**config.mk**
```make
export PLATFORM = sky130hd
export DESIGN_NAME = scs_clock_select
export DESIGN_NICKNAME = d
export VERILOG_FILES = /design/src/include/scs_pkg.sv /design/src/rtl/scs_divider.sv /design/src/rtl/scs_clock_select.sv
export SDC_FILE = /design/constraint.sdc
export NUM_CORES = 1
export LEC_CHECK = 0
export BUFFER_PORTS_ARGS = -buffer_cell sky130_fd_sc_hd__buf_2
export CAP_MARGIN = 30
export CORE_ASPECT_RATIO = 1.4
export CORE_UTILIZATION = 30
export CTS_CLUSTER_SIZE = 24
export DETAILED_ROUTE_END_ITERATION = 8
export PLACE_DENSITY = 0.55
export SLEW_MARGIN = 20
export SYNTH_ARGS = -nofsm -noshare
export SYNTH_HDL_FRONTEND = slang
export SYNTH_SLANG_ARGS = --single-unit
export TNS_END_PERCENT = 50
```
**constraint.sdc**
```tcl
create_clock -name sys_clk -period 60.6 [get_ports sys_clk]
set_clock_uncertainty 0.15 [all_clocks]
set_input_delay 12.12 -clock sys_clk [delete_from_list [all_inputs] [get_ports sys_clk]]
set_output_delay 12.12 -clock sys_clk [all_outputs]
set_load 0.005 [all_outputs]
```
**src/include/scs_pkg.sv**
```systemverilog
// ****************************************************************
// system clock source select: shared constants and types
// ****************************************************************
package scs_pkg;

  // ****************************************************************
  // bus and timing
  // ****************************************************************
  localparam int          ADDR_W      = 8;
  localparam int          DATA_W      = 32;
  localparam int          SYS_CLK_MHZ = 200;
  localparam int          PERIOD_W    = 16;

  // ****************************************************************
  // register offsets
  // ****************************************************************
  localparam logic [7:0]  SYSCFG_OFS  = 8'h00;
  localparam logic [7:0]  LOOPCFG_OFS = 8'h04;
  localparam logic [7:0]  STATUS_OFS  = 8'h08;

  // ****************************************************************
  // field positions and widths
  // ****************************************************************
  localparam int          SEL_LSB     = 0;
  localparam int          SEL_W       = 2;
  localparam int          PRE_LSB     = 16;
  localparam int          PRE_W       = 10;
  localparam int          BYP_BIT     = 0;
  localparam int          BAND_LSB    = 1;
  localparam int          BAND_W      = 2;
  localparam int          REFSEL_BIT  = 3;
  localparam int          LIN_LSB     = 4;
  localparam int          LIN_W       = 4;
  localparam int          LMUL_LSB    = 8;
  localparam int          LMUL_W      = 8;
  localparam int          LOUT_LSB    = 16;
  localparam int          LOUT_W      = 7;
  localparam int          K1_MAX      = 1024;

  // ****************************************************************
  // reset values
  // ****************************************************************
  localparam logic [1:0]  SEL_RST     = 2'h0;
  localparam logic [9:0]  PRE_RST     = 10'h000;
  localparam logic        BYP_RST     = 1'b1;
  localparam logic [1:0]  BAND_RST    = 2'h0;
  localparam logic        REFSEL_RST  = 1'b0;
  localparam logic [3:0]  LIN_RST     = 4'h0;
  localparam logic [7:0]  LMUL_RST    = 8'h00;
  localparam logic [6:0]  LOUT_RST    = 7'h00;
  // a small start keeps the first lock within a few oscillator half cycles
  localparam logic [15:0] VCOHALF_RST = 16'h0008;

  // ****************************************************************
  // source select codes
  // ****************************************************************
  localparam logic [1:0]  SEL_WAKE    = 2'h0;
  localparam logic [1:0]  SEL_SOURCE  = 2'h2;
  localparam logic [1:0]  SEL_DIRECT  = 2'h3;

  // ****************************************************************
  // oscillator bands, in MHz, and the matching half periods in sys_clk cycles
  // ****************************************************************
  localparam int          BAND0_VCO_MIN_MHZ = 50;
  localparam int          BAND0_VCO_MAX_MHZ = 110;
  localparam int          BAND1_VCO_MIN_MHZ = 100;
  localparam int          BAND1_VCO_MAX_MHZ = 160;
  localparam logic [15:0] BAND0_HALF_MIN = 16'(SYS_CLK_MHZ / (2 * BAND0_VCO_MAX_MHZ));
  localparam logic [15:0] BAND0_HALF_MAX = 16'(SYS_CLK_MHZ / (2 * BAND0_VCO_MIN_MHZ));
  localparam logic [15:0] BAND1_HALF_MIN = 16'(SYS_CLK_MHZ / (2 * BAND1_VCO_MAX_MHZ));
  localparam logic [15:0] BAND1_HALF_MAX = 16'(SYS_CLK_MHZ / (2 * BAND1_VCO_MIN_MHZ));

  // ****************************************************************
  // types
  // ****************************************************************
  typedef enum logic [3:0] {
    MODE_WAKE   = 4'b0001,
    MODE_PRESC  = 4'b0010,
    MODE_LOOP   = 4'b0100,
    MODE_DIRECT = 4'b1000
  } scs_mode_t;

  typedef enum logic [2:0] {
    SW_RUN   = 3'b001,
    SW_PARK  = 3'b010,
    SW_CATCH = 3'b100
  } scs_sw_t;

endpackage

```
**src/rtl/scs_divider.sv**
```systemverilog
`timescale 1ns/10ps
// ****************************************************************
// integer clock divider working on sampled source edges
// ****************************************************************
module scs_divider #(
  parameter int W = 10
) (
  // clock and reset
  input  wire logic         sys_clk,
  input  wire logic         reset_n,
  // control
  input  wire logic         clear,
  input  wire logic [W-1:0] divField,
  // source
  input  wire logic         srcLevel,
  input  wire logic         srcRise,
  // divided output
  output logic              divOut
);

  logic [W-1:0] cnt_q;
  logic [W-1:0] cnt_d;
  logic [W:0]   factor;
  logic [W:0]   highCnt;
  logic         divOut_q;

  // high phase is the larger half for odd factors
  assign factor  = {1'b0, divField} + (W+1)'(1);
  assign highCnt = (factor + (W+1)'(1)) >> 1;

  always_comb
  begin
    cnt_d = cnt_q;
    if (srcRise)
    begin
      // >= keeps a lowered factor from running past the wrap
      cnt_d = (cnt_q >= divField) ? '0 : cnt_q + W'(1);
    end
  end

  always_ff @(posedge sys_clk or negedge reset_n)
  begin
    if (!reset_n)
      cnt_q <= '0;
    else if (clear)
      cnt_q <= '0;
    else
      cnt_q <= cnt_d;
  end

  always_ff @(posedge sys_clk or negedge reset_n)
  begin
    if (!reset_n)
      divOut_q <= 1'b0;
    else if (clear)
      divOut_q <= 1'b0;
    else if (divField == '0)
      divOut_q <= srcLevel;
    else
      divOut_q <= ({1'b0, cnt_d} < highCnt);
  end

  assign divOut = divOut_q;

endmodule // scs_divider

```
**src/rtl/scs_clock_select.sv**
```systemverilog
// The register offsets and strobed register access were chosen for this implementation.
`timescale 1ns/10ps
// Operation
// - select code 11 drives the system clock straight from the direct clock input.
// - crystal bypass with divide factor 1 behaves like direct drive.
// - select 10 with bypass 1 divides crystal or internal source by K1.
// - K1 reaches 1024, giving the slowest system clock.
// - select 10 with bypass 0 enables the loop, which supplies the clock.
// - loop factor is N over P times K2, each field plus one.
// - loop reference is either the crystal input or the internal source.
// - loop pulls its oscillator toward target gradually, never jumping in frequency.
// - system clock is the loop oscillator divided by K2.
// - band 00 and 01 select oscillator ranges; codes 1x are reserved.
// - select code 00 runs the system clock from the wakeup source.
module scs_clock_select
  import scs_pkg::*;
(
  // clock and reset
  input  wire logic                      sys_clk,
  input  wire logic                      reset_n,
  // register port
  input  wire logic [scs_pkg::ADDR_W-1:0] regAddr,
  input  wire logic [scs_pkg::DATA_W-1:0] regWrData,
  input  wire logic                      regWrite,
  input  wire logic                      regRead,
  output logic      [scs_pkg::DATA_W-1:0] regRdData,
  // clock source pins
  input  wire logic                      directClockIn,
  input  wire logic                      crystalIn,
  input  wire logic                      internalClockIn,
  input  wire logic                      wakeupClockIn,
  // system clock
  output logic                           sysClkOut
);

  import scs_pkg::*;

  // ****************************************************************
  // configuration registers
  // ****************************************************************
  logic [SEL_W-1:0]   clockSourceSelect_q;
  logic [PRE_W-1:0]   prescalerDividerField_q;
  logic               oscillatorBypass_q;
  logic [BAND_W-1:0]  oscillatorBandSelect_q;
  logic               refSelect_q;
  logic [LIN_W-1:0]   loopInputDividerField_q;
  logic [LMUL_W-1:0]  loopMultiplierField_q;
  logic [LOUT_W-1:0]  loopOutputDividerField_q;
  logic               restart_q;
  logic [DATA_W-1:0]  rdData_q;
  logic               wrSys;
  logic               wrLoop;

  assign wrSys  = regWrite && (regAddr == SYSCFG_OFS);
  assign wrLoop = regWrite && (regAddr == LOOPCFG_OFS);

  always_ff @(posedge sys_clk or negedge reset_n)
  begin
    if (!reset_n)
    begin
      clockSourceSelect_q     <= SEL_RST;
      prescalerDividerField_q <= PRE_RST;
    end
    else if (wrSys)
    begin
      clockSourceSelect_q     <= regWrData[SEL_LSB +: SEL_W];
      prescalerDividerField_q <= regWrData[PRE_LSB +: PRE_W];
    end
  end

  always_ff @(posedge sys_clk or negedge reset_n)
  begin
    if (!reset_n)
    begin
      oscillatorBypass_q       <= BYP_RST;
      oscillatorBandSelect_q   <= BAND_RST;
      refSelect_q              <= REFSEL_RST;
      loopInputDividerField_q  <= LIN_RST;
      loopMultiplierField_q    <= LMUL_RST;
      loopOutputDividerField_q <= LOUT_RST;
    end
    else if (wrLoop)
    begin
      oscillatorBypass_q       <= regWrData[BYP_BIT];
      oscillatorBandSelect_q   <= regWrData[BAND_LSB +: BAND_W];
      refSelect_q              <= regWrData[REFSEL_BIT];
      loopInputDividerField_q  <= regWrData[LIN_LSB +: LIN_W];
      loopMultiplierField_q    <= regWrData[LMUL_LSB +: LMUL_W];
      loopOutputDividerField_q <= regWrData[LOUT_LSB +: LOUT_W];
    end
  end

  // ****************************************************************
  // pin synchronisers: three stages, a level counts once stages two and three agree
  // ****************************************************************
  logic [3:0] pinMeta_q;
  logic [3:0] pinSync2_q;
  logic [3:0] pinSync3_q;
  logic [3:0] pinLvl_q;
  logic [3:0] pinLvl_d;
  logic [3:0] pinRise;
  logic       dirLvl;
  logic       xtalLvl;
  logic       intLvl;
  logic       wakeLvl;

  always_ff @(posedge sys_clk or negedge reset_n)
  begin
    if (!reset_n)
    begin
      pinMeta_q  <= 4'h0;
      pinSync2_q <= 4'h0;
      pinSync3_q <= 4'h0;
    end
    else
    begin
      pinMeta_q  <= {wakeupClockIn, internalClockIn, crystalIn, directClockIn};
      pinSync2_q <= pinMeta_q;
      pinSync3_q <= pinSync2_q;
    end
  end

  always_comb
  begin
    for (int i = 0; i < 4; i++)
      pinLvl_d[i] = (pinSync2_q[i] == pinSync3_q[i]) ? pinSync3_q[i] : pinLvl_q[i];
  end

  always_ff @(posedge sys_clk or negedge reset_n)
  begin
    if (!reset_n)
      pinLvl_q <= 4'h0;
    else
      pinLvl_q <= pinLvl_d;
  end

  assign pinRise = pinLvl_d & ~pinLvl_q;
  assign dirLvl  = pinLvl_q[0];
  assign xtalLvl = pinLvl_q[1];
  assign intLvl  = pinLvl_q[2];
  assign wakeLvl = pinLvl_q[3];

  // ****************************************************************
  // mode decode
  // ****************************************************************
  scs_mode_t reqMode;
  scs_mode_t activeMode_q;
  scs_sw_t   swState_q;

  always_comb
  begin
    if (clockSourceSelect_q == SEL_DIRECT)
      reqMode = MODE_DIRECT;
    else if (clockSourceSelect_q == SEL_SOURCE && oscillatorBypass_q)
      reqMode = MODE_PRESC;
    else if (clockSourceSelect_q == SEL_SOURCE)
      reqMode = MODE_LOOP;
    else
      reqMode = MODE_WAKE;
  end

  // ****************************************************************
  // reference selection and period measurement
  // ****************************************************************
  logic                refLvl;
  logic                refRise;
  logic [PERIOD_W-1:0] refCnt_q;
  logic [PERIOD_W-1:0] refPeriod_q;

  assign refLvl  = refSelect_q ? intLvl : xtalLvl;
  assign refRise = refSelect_q ? pinRise[2] : pinRise[1];

  always_ff @(posedge sys_clk or negedge reset_n)
  begin
    if (!reset_n)
    begin
      refCnt_q    <= '0;
      refPeriod_q <= '1;
    end
    else if (refRise)
    begin
      refCnt_q    <= '0;
      refPeriod_q <= refCnt_q + PERIOD_W'(1);
    end
    else if (refCnt_q != '1)
      refCnt_q <= refCnt_q + PERIOD_W'(1);
  end

  // ****************************************************************
  // loop oscillator: half period target from P and N, K2 applied after
  // ****************************************************************
  localparam int MUL_W = PERIOD_W + LIN_W + 1;

  function automatic logic [PERIOD_W-1:0] halfTarget(
    input logic [PERIOD_W-1:0] per,
    input logic [LIN_W-1:0]    pf,
    input logic [LMUL_W-1:0]   nf
  );
    logic [MUL_W-1:0] num;
    logic [MUL_W-1:0] den;
    logic [MUL_W-1:0] q;
    num = MUL_W'(per) * (MUL_W'(pf) + MUL_W'(1));
    den = MUL_W'(nf) + MUL_W'(1);
    q   = (num / den) >> 1;
    if (q == '0)
      q = MUL_W'(1);
    if (q > MUL_W'({PERIOD_W{1'b1}}))
      q = MUL_W'({PERIOD_W{1'b1}});
    return q[PERIOD_W-1:0];
  endfunction

  logic [PERIOD_W-1:0] vcoTarget;
  logic [PERIOD_W-1:0] vcoHalf_q;
  logic [PERIOD_W-1:0] vcoCnt_q;
  logic                vcoLvl_q;
  logic                vcoRun;
  logic                vcoToggle;
  logic                loopLocked;
  logic                bandFault;

  // frequency of the oscillator is f_ref * N / P; K2 divides it below
  assign vcoTarget = halfTarget(refPeriod_q, loopInputDividerField_q, loopMultiplierField_q);
  assign vcoRun    = (reqMode == MODE_LOOP) || (activeMode_q == MODE_LOOP);
  assign vcoToggle = vcoRun && (vcoCnt_q >= vcoHalf_q - PERIOD_W'(1));
  assign loopLocked = (vcoHalf_q == vcoTarget);

  always_ff @(posedge sys_clk or negedge reset_n)
  begin
    if (!reset_n)
    begin
      vcoCnt_q <= '0;
      vcoLvl_q <= 1'b0;
    end
    else if (!vcoRun)
    begin
      vcoCnt_q <= '0;
      vcoLvl_q <= 1'b0;
    end
    else if (vcoToggle)
    begin
      vcoCnt_q <= '0;
      vcoLvl_q <= ~vcoLvl_q;
    end
    else
      vcoCnt_q <= vcoCnt_q + PERIOD_W'(1);
  end

  // one step per oscillator half cycle so the frequency only drifts, never jumps
  always_ff @(posedge sys_clk or negedge reset_n)
  begin
    if (!reset_n)
      vcoHalf_q <= VCOHALF_RST;
    else if (vcoToggle && vcoHalf_q < vcoTarget)
      vcoHalf_q <= vcoHalf_q + PERIOD_W'(1);
    else if (vcoToggle && vcoHalf_q > vcoTarget)
      vcoHalf_q <= vcoHalf_q - PERIOD_W'(1);
  end

  // band check: reserved codes always fault, others flag an out-of-range oscillator
  always_comb
  begin
    if (oscillatorBandSelect_q[1])
      bandFault = 1'b1;
    else if (oscillatorBandSelect_q[0])
      bandFault = (vcoHalf_q < BAND1_HALF_MIN) || (vcoHalf_q > BAND1_HALF_MAX);
    else
      bandFault = (vcoHalf_q < BAND0_HALF_MIN) || (vcoHalf_q > BAND0_HALF_MAX);
  end

  // ****************************************************************
  // dividers: K1 prescaler and K2 loop output divider
  // ****************************************************************
  logic k1Out;
  logic k2Out;
  logic divClear;

  assign divClear = (swState_q == SW_PARK);

  // a field of zero passes the source through, matching direct drive
  scs_divider #(
    .W        (PRE_W)
  ) u_prescaler (
    .sys_clk  (sys_clk),
    .reset_n  (reset_n),
    .clear    (divClear),
    .divField (prescalerDividerField_q),
    .srcLevel (refLvl),
    .srcRise  (refRise),
    .divOut   (k1Out)
  );

  scs_divider #(
    .W        (LOUT_W)
  ) u_loop_out_div (
    .sys_clk  (sys_clk),
    .reset_n  (reset_n),
    .clear    (divClear),
    .divField (loopOutputDividerField_q),
    .srcLevel (vcoLvl_q),
    .srcRise  (vcoToggle && !vcoLvl_q),
    .divOut   (k2Out)
  );

  // ****************************************************************
  // glitch free switch-over
  // ****************************************************************
  logic srcOut;
  logic sysClk_q;

  always_comb
  begin
    case (activeMode_q)
      MODE_DIRECT: srcOut = dirLvl;
      MODE_PRESC:  srcOut = k1Out;
      MODE_LOOP:   srcOut = k2Out;
      default:     srcOut = wakeLvl;
    endcase
  end

  // any config write restarts the path; set wins over the park that clears it
  always_ff @(posedge sys_clk or negedge reset_n)
  begin
    if (!reset_n)
      restart_q <= 1'b0;
    else if (wrSys || wrLoop)
      restart_q <= 1'b1;
    else if (swState_q == SW_PARK)
      restart_q <= 1'b0;
  end

  // leave only from a low output, and resume only when the new source is low
  always_ff @(posedge sys_clk or negedge reset_n)
  begin
    if (!reset_n)
    begin
      swState_q    <= SW_RUN;
      activeMode_q <= MODE_WAKE;
    end
    else
    begin
      case (swState_q)
        SW_RUN:
        begin
          if ((reqMode != activeMode_q || restart_q) && !sysClk_q && !srcOut)
            swState_q <= SW_PARK;
        end
        SW_PARK:
        begin
          activeMode_q <= reqMode;
          swState_q    <= SW_CATCH;
        end
        SW_CATCH:
        begin
          if (!srcOut)
            swState_q <= SW_RUN;
        end
        default:
          swState_q <= SW_RUN;
      endcase
    end
  end

  always_ff @(posedge sys_clk or negedge reset_n)
  begin
    if (!reset_n)
      sysClk_q <= 1'b0;
    else if (swState_q == SW_RUN)
      sysClk_q <= srcOut;
    else
      sysClk_q <= 1'b0;
  end

  assign sysClkOut = sysClk_q;

  // ****************************************************************
  // read port: data stand for one cycle after the strobe, zero otherwise
  // ****************************************************************
  always_ff @(posedge sys_clk or negedge reset_n)
  begin
    if (!reset_n)
      rdData_q <= '0;
    else if (!regRead)
      rdData_q <= '0;
    else if (regAddr == SYSCFG_OFS)
    begin
      rdData_q <= '0;
      rdData_q[SEL_LSB +: SEL_W]     <= clockSourceSelect_q;
      rdData_q[PRE_LSB +: PRE_W]     <= prescalerDividerField_q;
    end
    else if (regAddr == LOOPCFG_OFS)
    begin
      rdData_q <= '0;
      rdData_q[BYP_BIT]              <= oscillatorBypass_q;
      rdData_q[BAND_LSB +: BAND_W]   <= oscillatorBandSelect_q;
      rdData_q[REFSEL_BIT]           <= refSelect_q;
      rdData_q[LIN_LSB +: LIN_W]     <= loopInputDividerField_q;
      rdData_q[LMUL_LSB +: LMUL_W]   <= loopMultiplierField_q;
      rdData_q[LOUT_LSB +: LOUT_W]   <= loopOutputDividerField_q;
    end
    else if (regAddr == STATUS_OFS)
      rdData_q <= {refPeriod_q, 8'h00, 1'b0, bandFault, loopLocked,
                   (swState_q != SW_RUN), activeMode_q};
    else
      rdData_q <= '0;
  end

  assign regRdData = rdData_q;

endmodule // scs_clock_select

```
==> flow_metrics.py, run 1 <==
metrics = {
    "routing": {
        "viasPerCell": 5.42,
        "wirelength_mm": 56.6,
        "drt_iter0_markers": 803,
        "wl_per_cell_um": 16.7,
        "num_vias": 18400,
        "first_pass_iters": 5,
        "drcViolationCount": 0,
        "ant_nets": 0,
    },
    "placed_design": {
        "post-place-ws_ns": 2.06,
        "dp_hpwl_mm": 45.5,
        "place_area_um2": 22000,
        "numPortBuffers": 74,
        "routabilityCongestion": 0.864,
    },
    "die": {
        "initial_utilization_pct": 30.3,
        "dieHeight_um": 312,
        "core_area_um2": 67900,
        "rows": 113,
        "io_pins": 81,
        "die_w_um": 223,
        "fp.dieArea_um2": 69700,
    },
    "synthesis": {
        "synth_area_per_cell_um2": 8.35,
        "yosys_warnings": 0,
        "synth_top_family_by_area": "simple AND/OR/NAND/NOR gates",
        "synth_compound_gate_area_share_pct": 20.9,
        "ys_top_cells_by_area": "dfrtp_1 19%, ha_1 15%, nor2_1 4.4%",
        "synth_xor_area_share_pct": 6.42,
        "synthCells": 2466,
        "synth_flop_cell": "dfrtp_1",
        "synth_commonest_cells": "250 x ha_1, 244 x nor2_1, 170 x nand2_1",
        "yosys.area_share.simple_pct": 23.2,
        "synth_edf_count": 0,
        "synth_top_area_cell": "dfrtp_1",
        "yosysTopAreaCellShare_pct": 19.0,
        "synthAdderAreaFrac_pct": 19.5,
        "seq_area_frac_synth_pct": 21.5,
        "synth_cell_type_count": 104,
        "ys_seq_elements": 176,
        "syn_nets": 2806,
        "yosysMostFrequentCell": "ha_1",
        "muxShareOfSynthArea_pct": 5.24,
        "async_flop_share_pct": 100,
        "synth_area_um2": 20600,
    },
    "worst_setup_path": {
        "required_ns": 60.81,
        "critPathMaxStageDelay_ns": 0.71,
        "worst_setup_path_start_kind": "flop",
        "slowest_stage": "or3_2",
        "cp_max_fo": 20,
        "cpMostUsedCell": "o21a_1",
        "crit_type": "flop to flop",
        "arrival_ns": 56.37,
        "end_kind": "flop",
        "r2r_setup_slack_ns": 4.45,
    },
    "flow_run": {
        "maxCapViolCount": 0,
    },
    "clocking": {
        "insertion_delay_ns": 0.44,
        "cts_max_path_buffers": 2,
        "clock-sinks": 176,
        "numCtsBuffers": 17,
        "post_cts_buffers": 0,
        "ctsRootBufferMaster": "clkbuf_16",
        "htree_levels": 4,
        "clk_transition_reported_paths_ns": 0.07,
        "cts_tree": "yes",
    },
    "grt": {
        "grt_max_degree": 74,
        "grt-ovfl-total": 0,
        "grt_pass1_wl_mm": 92.5,
        "antenna_found_initial": 2,
        "first_global_vias": 18400,
        "grt_use_total_pct": 16.1,
    },
    "final_layout": {
        "fill_cells": 7123,
        "final_cell_area_um2": 22600,
        "diodes": 0,
        "fin_nets": 2850,
        "areaGrowthSynthToFinish_pct": 9.93,
        "drive_gt1_share_pct": 11.8,
        "post-route-util_pct": 33.4,
    },
    "timing": {
        "fmax_mhz": 17.8,
        "timing.final.max_slew_violations": 0,
        "setup_tns_ns": 0,
        "final_hold_viol_count": 0,
        "min_period_over_period_pct": 92.7,
        "tightestPinTransition_ns": 0.854,
        "setup_violations": 0,
        "final.min_clock_period_ns": 56.15,
        "rsz0062_at_grt": "no",
        "relSlewSlack_pct": 42.5,
        "fin_ws_ns": 4.45,
    },
    "run_status": {
        "outcome": "finished clean",
    },
    "worst_hold_path": {
        "hp-class": "flop to flop",
    },
}
-- worst max-delay path, delay by kind of cell, from the launching register on --
kind | cells | cell delay [ns]
AO/OA/AOI/OAI | 127 | 26.98
adder cells (fa/ha/maj) | 26 | 8.46
flip-flops | 1 | 0.60
AND/OR/NAND/NOR | 77 | 16.57
buffers and inverters | 12 | 1.93
XOR/XNOR | 3 | 0.52
multiplexers | 2 | 0.74
-- layout make-up --
type	instances	area, µm²	share of cell area, %
inverters	101	379	1.67
clock inverters	11	130	0.575
well taps	862	1080	4.76
multi-input cells	2117	15600	68.8
flip-flops and latches	176	4430	19.6
repair buffers	97	581	2.56
clock buffers	21	460	2.03
-- cell families after synthesis --
family | count (synthesis)
AOI/OAI and AO/OA | 634
muxes | 98
and+or+nand+nor | 937
adders and majority gates | 297
xor gates and xnor gates | 151
buffers and inverters | 173
DFF | 176
-- stage by stage --
stage / hold WS [ns] / instances
after CTS: 0.202 / 3384
after global routing: 0.215 / 3385
final: 0.199 / 3385
after floorplan: 0.181 / 2466
after detailed placement: 0.186 / 3352
after global placement: 0.181 / 3348
-- timing repair --
| action | CTS | global route |
|---|---|---|
| setup endpoints to repair | 0 | 17 |
| hold buffers | 0 | 0 |
| gates resized for setup | 0 | 12 |
-- final timing paths --
| check | cells past startpoint | start | to |
|---|---|---|---|
| worst max-delay path | 247 | loopInputDividerField_q[0] | vcoHalf_q[5] |
| worst min-delay path | 0 | pinMeta_q[1] | pinSync2_q[1] |
| worst max register to register | 247 | loopInputDividerField_q[0] | vcoHalf_q[5] |
| worst min register to register | 0 | pinMeta_q[1] | pinSync2_q[1] |
| max in group asynchronous | 3 | reset_n | regRdData[6] |
| min in group asynchronous | 1 | reset_n | oscillatorBandSelect_q[1] |
-- state kept, by name, indices dropped and copies added, names as in the netlist, 2 cells and up, named ones only --
signal	flops
refCnt_q	16
clockSourceSelect_q	2
vcoCnt_q	16
loopInputDividerField_q	4
prescalerDividerField_q	10
swState_q	3
refPeriod_q	16
pinMeta_q	4
loopMultiplierField_q	8
regRdData	32
oscillatorBandSelect_q	2
pinLvl_q	3
u_loop_out_div.cnt_q	7
vcoHalf_q	16
activeMode_q	4
pinSync2_q	4
loopOutputDividerField_q	7
u_prescaler.cnt_q	10
pinSync3_q	4
-- routing by layer --
metal / share of wire (%) / wire, µm / track usage (%)
met1: 41 / 23300 / 18.0
met2: 54 / 30300 / 31.2
met3: 2.3 / 1280 / 1.63
met4: 3.0 / 1690 / 5.87
met5: 0.041 / 23 / 0
-- placed cells by master, fill, tap and decap left out, types with 66 or more instances in the layout --
cell type / instances
buf_2: 73
nand2_1: 170
o21ai_0: 121
and2_1: 66
a21oi_1: 141
xnor2_1: 91
mux2_2: 68
o21a_1: 85
dfrtp_1: 155
inv_1: 101
ha_1: 250
nor3_1: 111
nor2_1: 243
Power of run 1 is left out: the tool's default activity adds up to more than one toggle a clock period on the data nets, which glitch-free logic cannot reach.
==> run 2, diff against run 1 <==
--- a/config.mk
+++ b/config.mk
@@ -9,11 +9,11 @@
 export CAP_MARGIN = 30
 export CORE_ASPECT_RATIO = 1.4
 export CORE_UTILIZATION = 30
-export CTS_CLUSTER_SIZE = 24
 export DETAILED_ROUTE_END_ITERATION = 8
 export PLACE_DENSITY = 0.55
 export SLEW_MARGIN = 20
 export SYNTH_ARGS = -nofsm -noshare
 export SYNTH_HDL_FRONTEND = slang
+export SYNTH_HIERARCHICAL = 1
 export SYNTH_SLANG_ARGS = --single-unit
 export TNS_END_PERCENT = 50
==> flow_metrics.py, run 2 <==
metrics = {
    "flow_run": {
        "maxCapViolCount": 0,
    },
    "worst_hold_path": {
        "whs_path_depth": 0,
        "hp-class": "flop to flop",
        "hp-start": "pinMeta_q[3]",
        "hold-path-endpoint": "pinSync2_q[3]",
    },
    "synthesis": {
        "yosysMostFrequentCell": "ha_1",
        "synth_commonest_cells": "250 x ha_1, 221 x nor2_1, 185 x nand2_1",
        "synth_area_um2": 20700,
        "syn_nets": 2786,
        "synth_top_area_cell": "dfrtp_1",
        "synth_edf_count": 0,
        "seq_area_frac_synth_pct": 21.4,
        "synth_area_per_cell_um2": 8.46,
        "synth_flop_cell": "dfrtp_1",
        "async_flop_share_pct": 100,
        "synth_cell_type_count": 114,
        "ys_top_cells_by_area": "dfrtp_1 19%, ha_1 15%, fa_1 4.1%",
        "synthCells": 2446,
        "yosys_warnings": 6,
        "ys_seq_elements": 176,
        "yosysTopAreaCellShare_pct": 18.9,
    },
    "timing": {
        "setup_violations": 0,
        "relSlewSlack_pct": 34.9,
        "timing.final.max_slew_violations": 0,
        "rsz0062_at_grt": "no",
        "setup_tns_ns": 0,
        "min_period_over_period_pct": 92.2,
        "tightestPinTransition_ns": 0.975,
        "final_hold_viol_count": 0,
        "fmax_mhz": 17.9,
        "final.min_clock_period_ns": 55.90,
    },
    "routing": {
        "num_vias": 18300,
        "drcViolationCount": 0,
        "ant_nets": 0,
        "wl_per_cell_um": 16.7,
        "viasPerCell": 5.35,
        "drt_iter0_markers": 856,
        "first_pass_iters": 5,
        "wirelength_mm": 57.1,
    },
    "placed_design": {
        "routabilityCongestion": 0.888,
        "place_area_um2": 22100,
        "numPortBuffers": 74,
        "dp_hpwl_mm": 45.9,
    },
    "grt": {
        "antenna_found_initial": 0,
        "grt_pass1_wl_mm": 94.1,
        "busiest_layer": "met2",
        "use_met2_pct": 31.8,
        "grt-ovfl-total": 0,
        "first_global_vias": 18700,
        "grt_max_degree": 120,
        "globalRouteMet1Util_pct": 18.1,
        "use_met3_pct": 1.29,
        "grt_use_total_pct": 16.4,
    },
    "clocking": {
        "ctsRootBufferMaster": "clkbuf_16",
        "post_cts_resized": 0,
        "clk_transition_reported_paths_ns": 0.07,
        "insertion_delay_ns": 0.44,
        "numCtsBuffers": 17,
        "htree_levels": 4,
        "cts_tree": "yes",
        "cts_hold_buf": 0,
        "post_cts_buffers": 0,
        "clock-sinks": 176,
        "cts_max_path_buffers": 2,
    },
    "worst_setup_path": {
        "worst_setup_path_start_kind": "flop",
        "required_ns": 60.76,
        "r2r_cells": 239,
        "arrival_ns": 56.06,
        "r2r-end": "vcoHalf_q[6]",
        "critPathBufInv": 5,
        "cp_max_fo": 20,
        "slowest_stage": "dfrtp_1",
        "critPathMaxStageDelay_ns": 0.83,
        "timing.rr.start": "loopInputDividerField_q[0]",
        "cpMostUsedCell": "o21a_1",
        "r2r_setup_slack_ns": 4.70,
        "end_kind": "flop",
        "crit_type": "flop to flop",
        "crit_family": "compound AO/OA/AOI/OAI gates",
    },
    "final_layout": {
        "fin_nets": 2831,
        "layout_common_cells": "250 x ha_1, 220 x nor2_1, 185 x nand2_1, 156 x dfrtp_1, 132 x a21oi_1",
        "post-route-util_pct": 33.4,
        "areaGrowthSynthToFinish_pct": 9.92,
        "largest_reg_flops": 32,
        "layout_commonest_cell": "ha_1",
        "diodes": 0,
        "final_cell_area_um2": 22700,
        "drive_gt1_share_pct": 12.0,
    },
    "die": {
        "rows": 113,
        "fp.dieArea_um2": 70000,
        "core_area_um2": 68000,
        "die_w_um": 224,
        "initial_utilization_pct": 30.4,
        "dieHeight_um": 313,
        "io_pins": 81,
    },
    "run_status": {
        "outcome": "finished clean",
    },
}
[run 2: cell types whose count changed after synthesis, moves of 10 or more]
cell and change:
o21ai_0 -25, and3_1 -24, nor2_1 -23, a21o_1 -20, nor2b_1 +20, o31ai_1 +16, nand2_1 +15, a21oi_1 -12
nand3_1 +11, or3_1 -10
[run 2: final cells by class]
class                   instances  area, µm²
fillers                      7174      45300
multi-input cells            2092      15600
flip-flops and latches        176       4430
well taps                     920       1150
repair buffers                100        594
clock buffers                  19        443
inverters                     104        390
clock inverters                13        151
[run 2: how the worst max path moves through the flow]
stage / start / endpoint / slack, ns / cells after the start
detailed placement: loopInputDividerField_q[0] / vcoHalf_q[12] / 5.23 / 238
global placement: loopInputDividerField_q[0] / vcoHalf_q[12] / 5.31 / 238
floorplan: loopInputDividerField_q[0] / vcoHalf_q[2] / 12.94 / 253
CTS: loopInputDividerField_q[0] / vcoHalf_q[12] / 4.99 / 238
finish: loopInputDividerField_q[0] / vcoHalf_q[6] / 4.70 / 239
global route: loopInputDividerField_q[0] / vcoHalf_q[4] / 0.11 / 240
[run 2: stage by stage]
stage,hold slack (ns),std cells,setup WS (ns)
after floorplan,0.181,2446,12.94
after global placement,0.183,3388,5.31
after detailed placement,0.185,3391,5.23
after CTS,0.200,3423,4.99
after global routing,0.205,3424,0.109
final,0.198,3424,4.70
[run 2: layer usage]
metal / wire (µm) / vias to the layer above
met4: 2100 / 0
met1: 23200 / 8883
met3: 1120 / 100
li1: - / 9003
met5: 0 / -
met2: 30600 / 321
[run 2: worst register-to-register path: cells and delay by family (launching register included)]
| family | cells | cell delay, ns |
|---|---|---|
| buffers and inverters | 5 | 0.86 |
| xor gates and xnor gates | 1 | 0.65 |
| AOI/OAI and AO/OA | 135 | 28.04 |
| muxes | 3 | 0.93 |
| adders and majority gates | 25 | 8.34 |
| DFF | 1 | 0.83 |
| and+or+nand+nor | 70 | 15.98 |
[run 2: logic make-up (layout without fill, tap and decap cells)]
group	Yosys count	count (layout)	share of synthesized area (%)
AOI/OAI and AO/OA	593	593	20.1
muxes	106	106	5.70
xor gates and xnor gates	148	148	6.34
adders and majority gates	297	297	19.4
and+or+nand+nor	948	948	23.6
DFF	176	176	21.4
buffers and inverters	178	236	3.45
Power of run 2 is left out for the same reason.
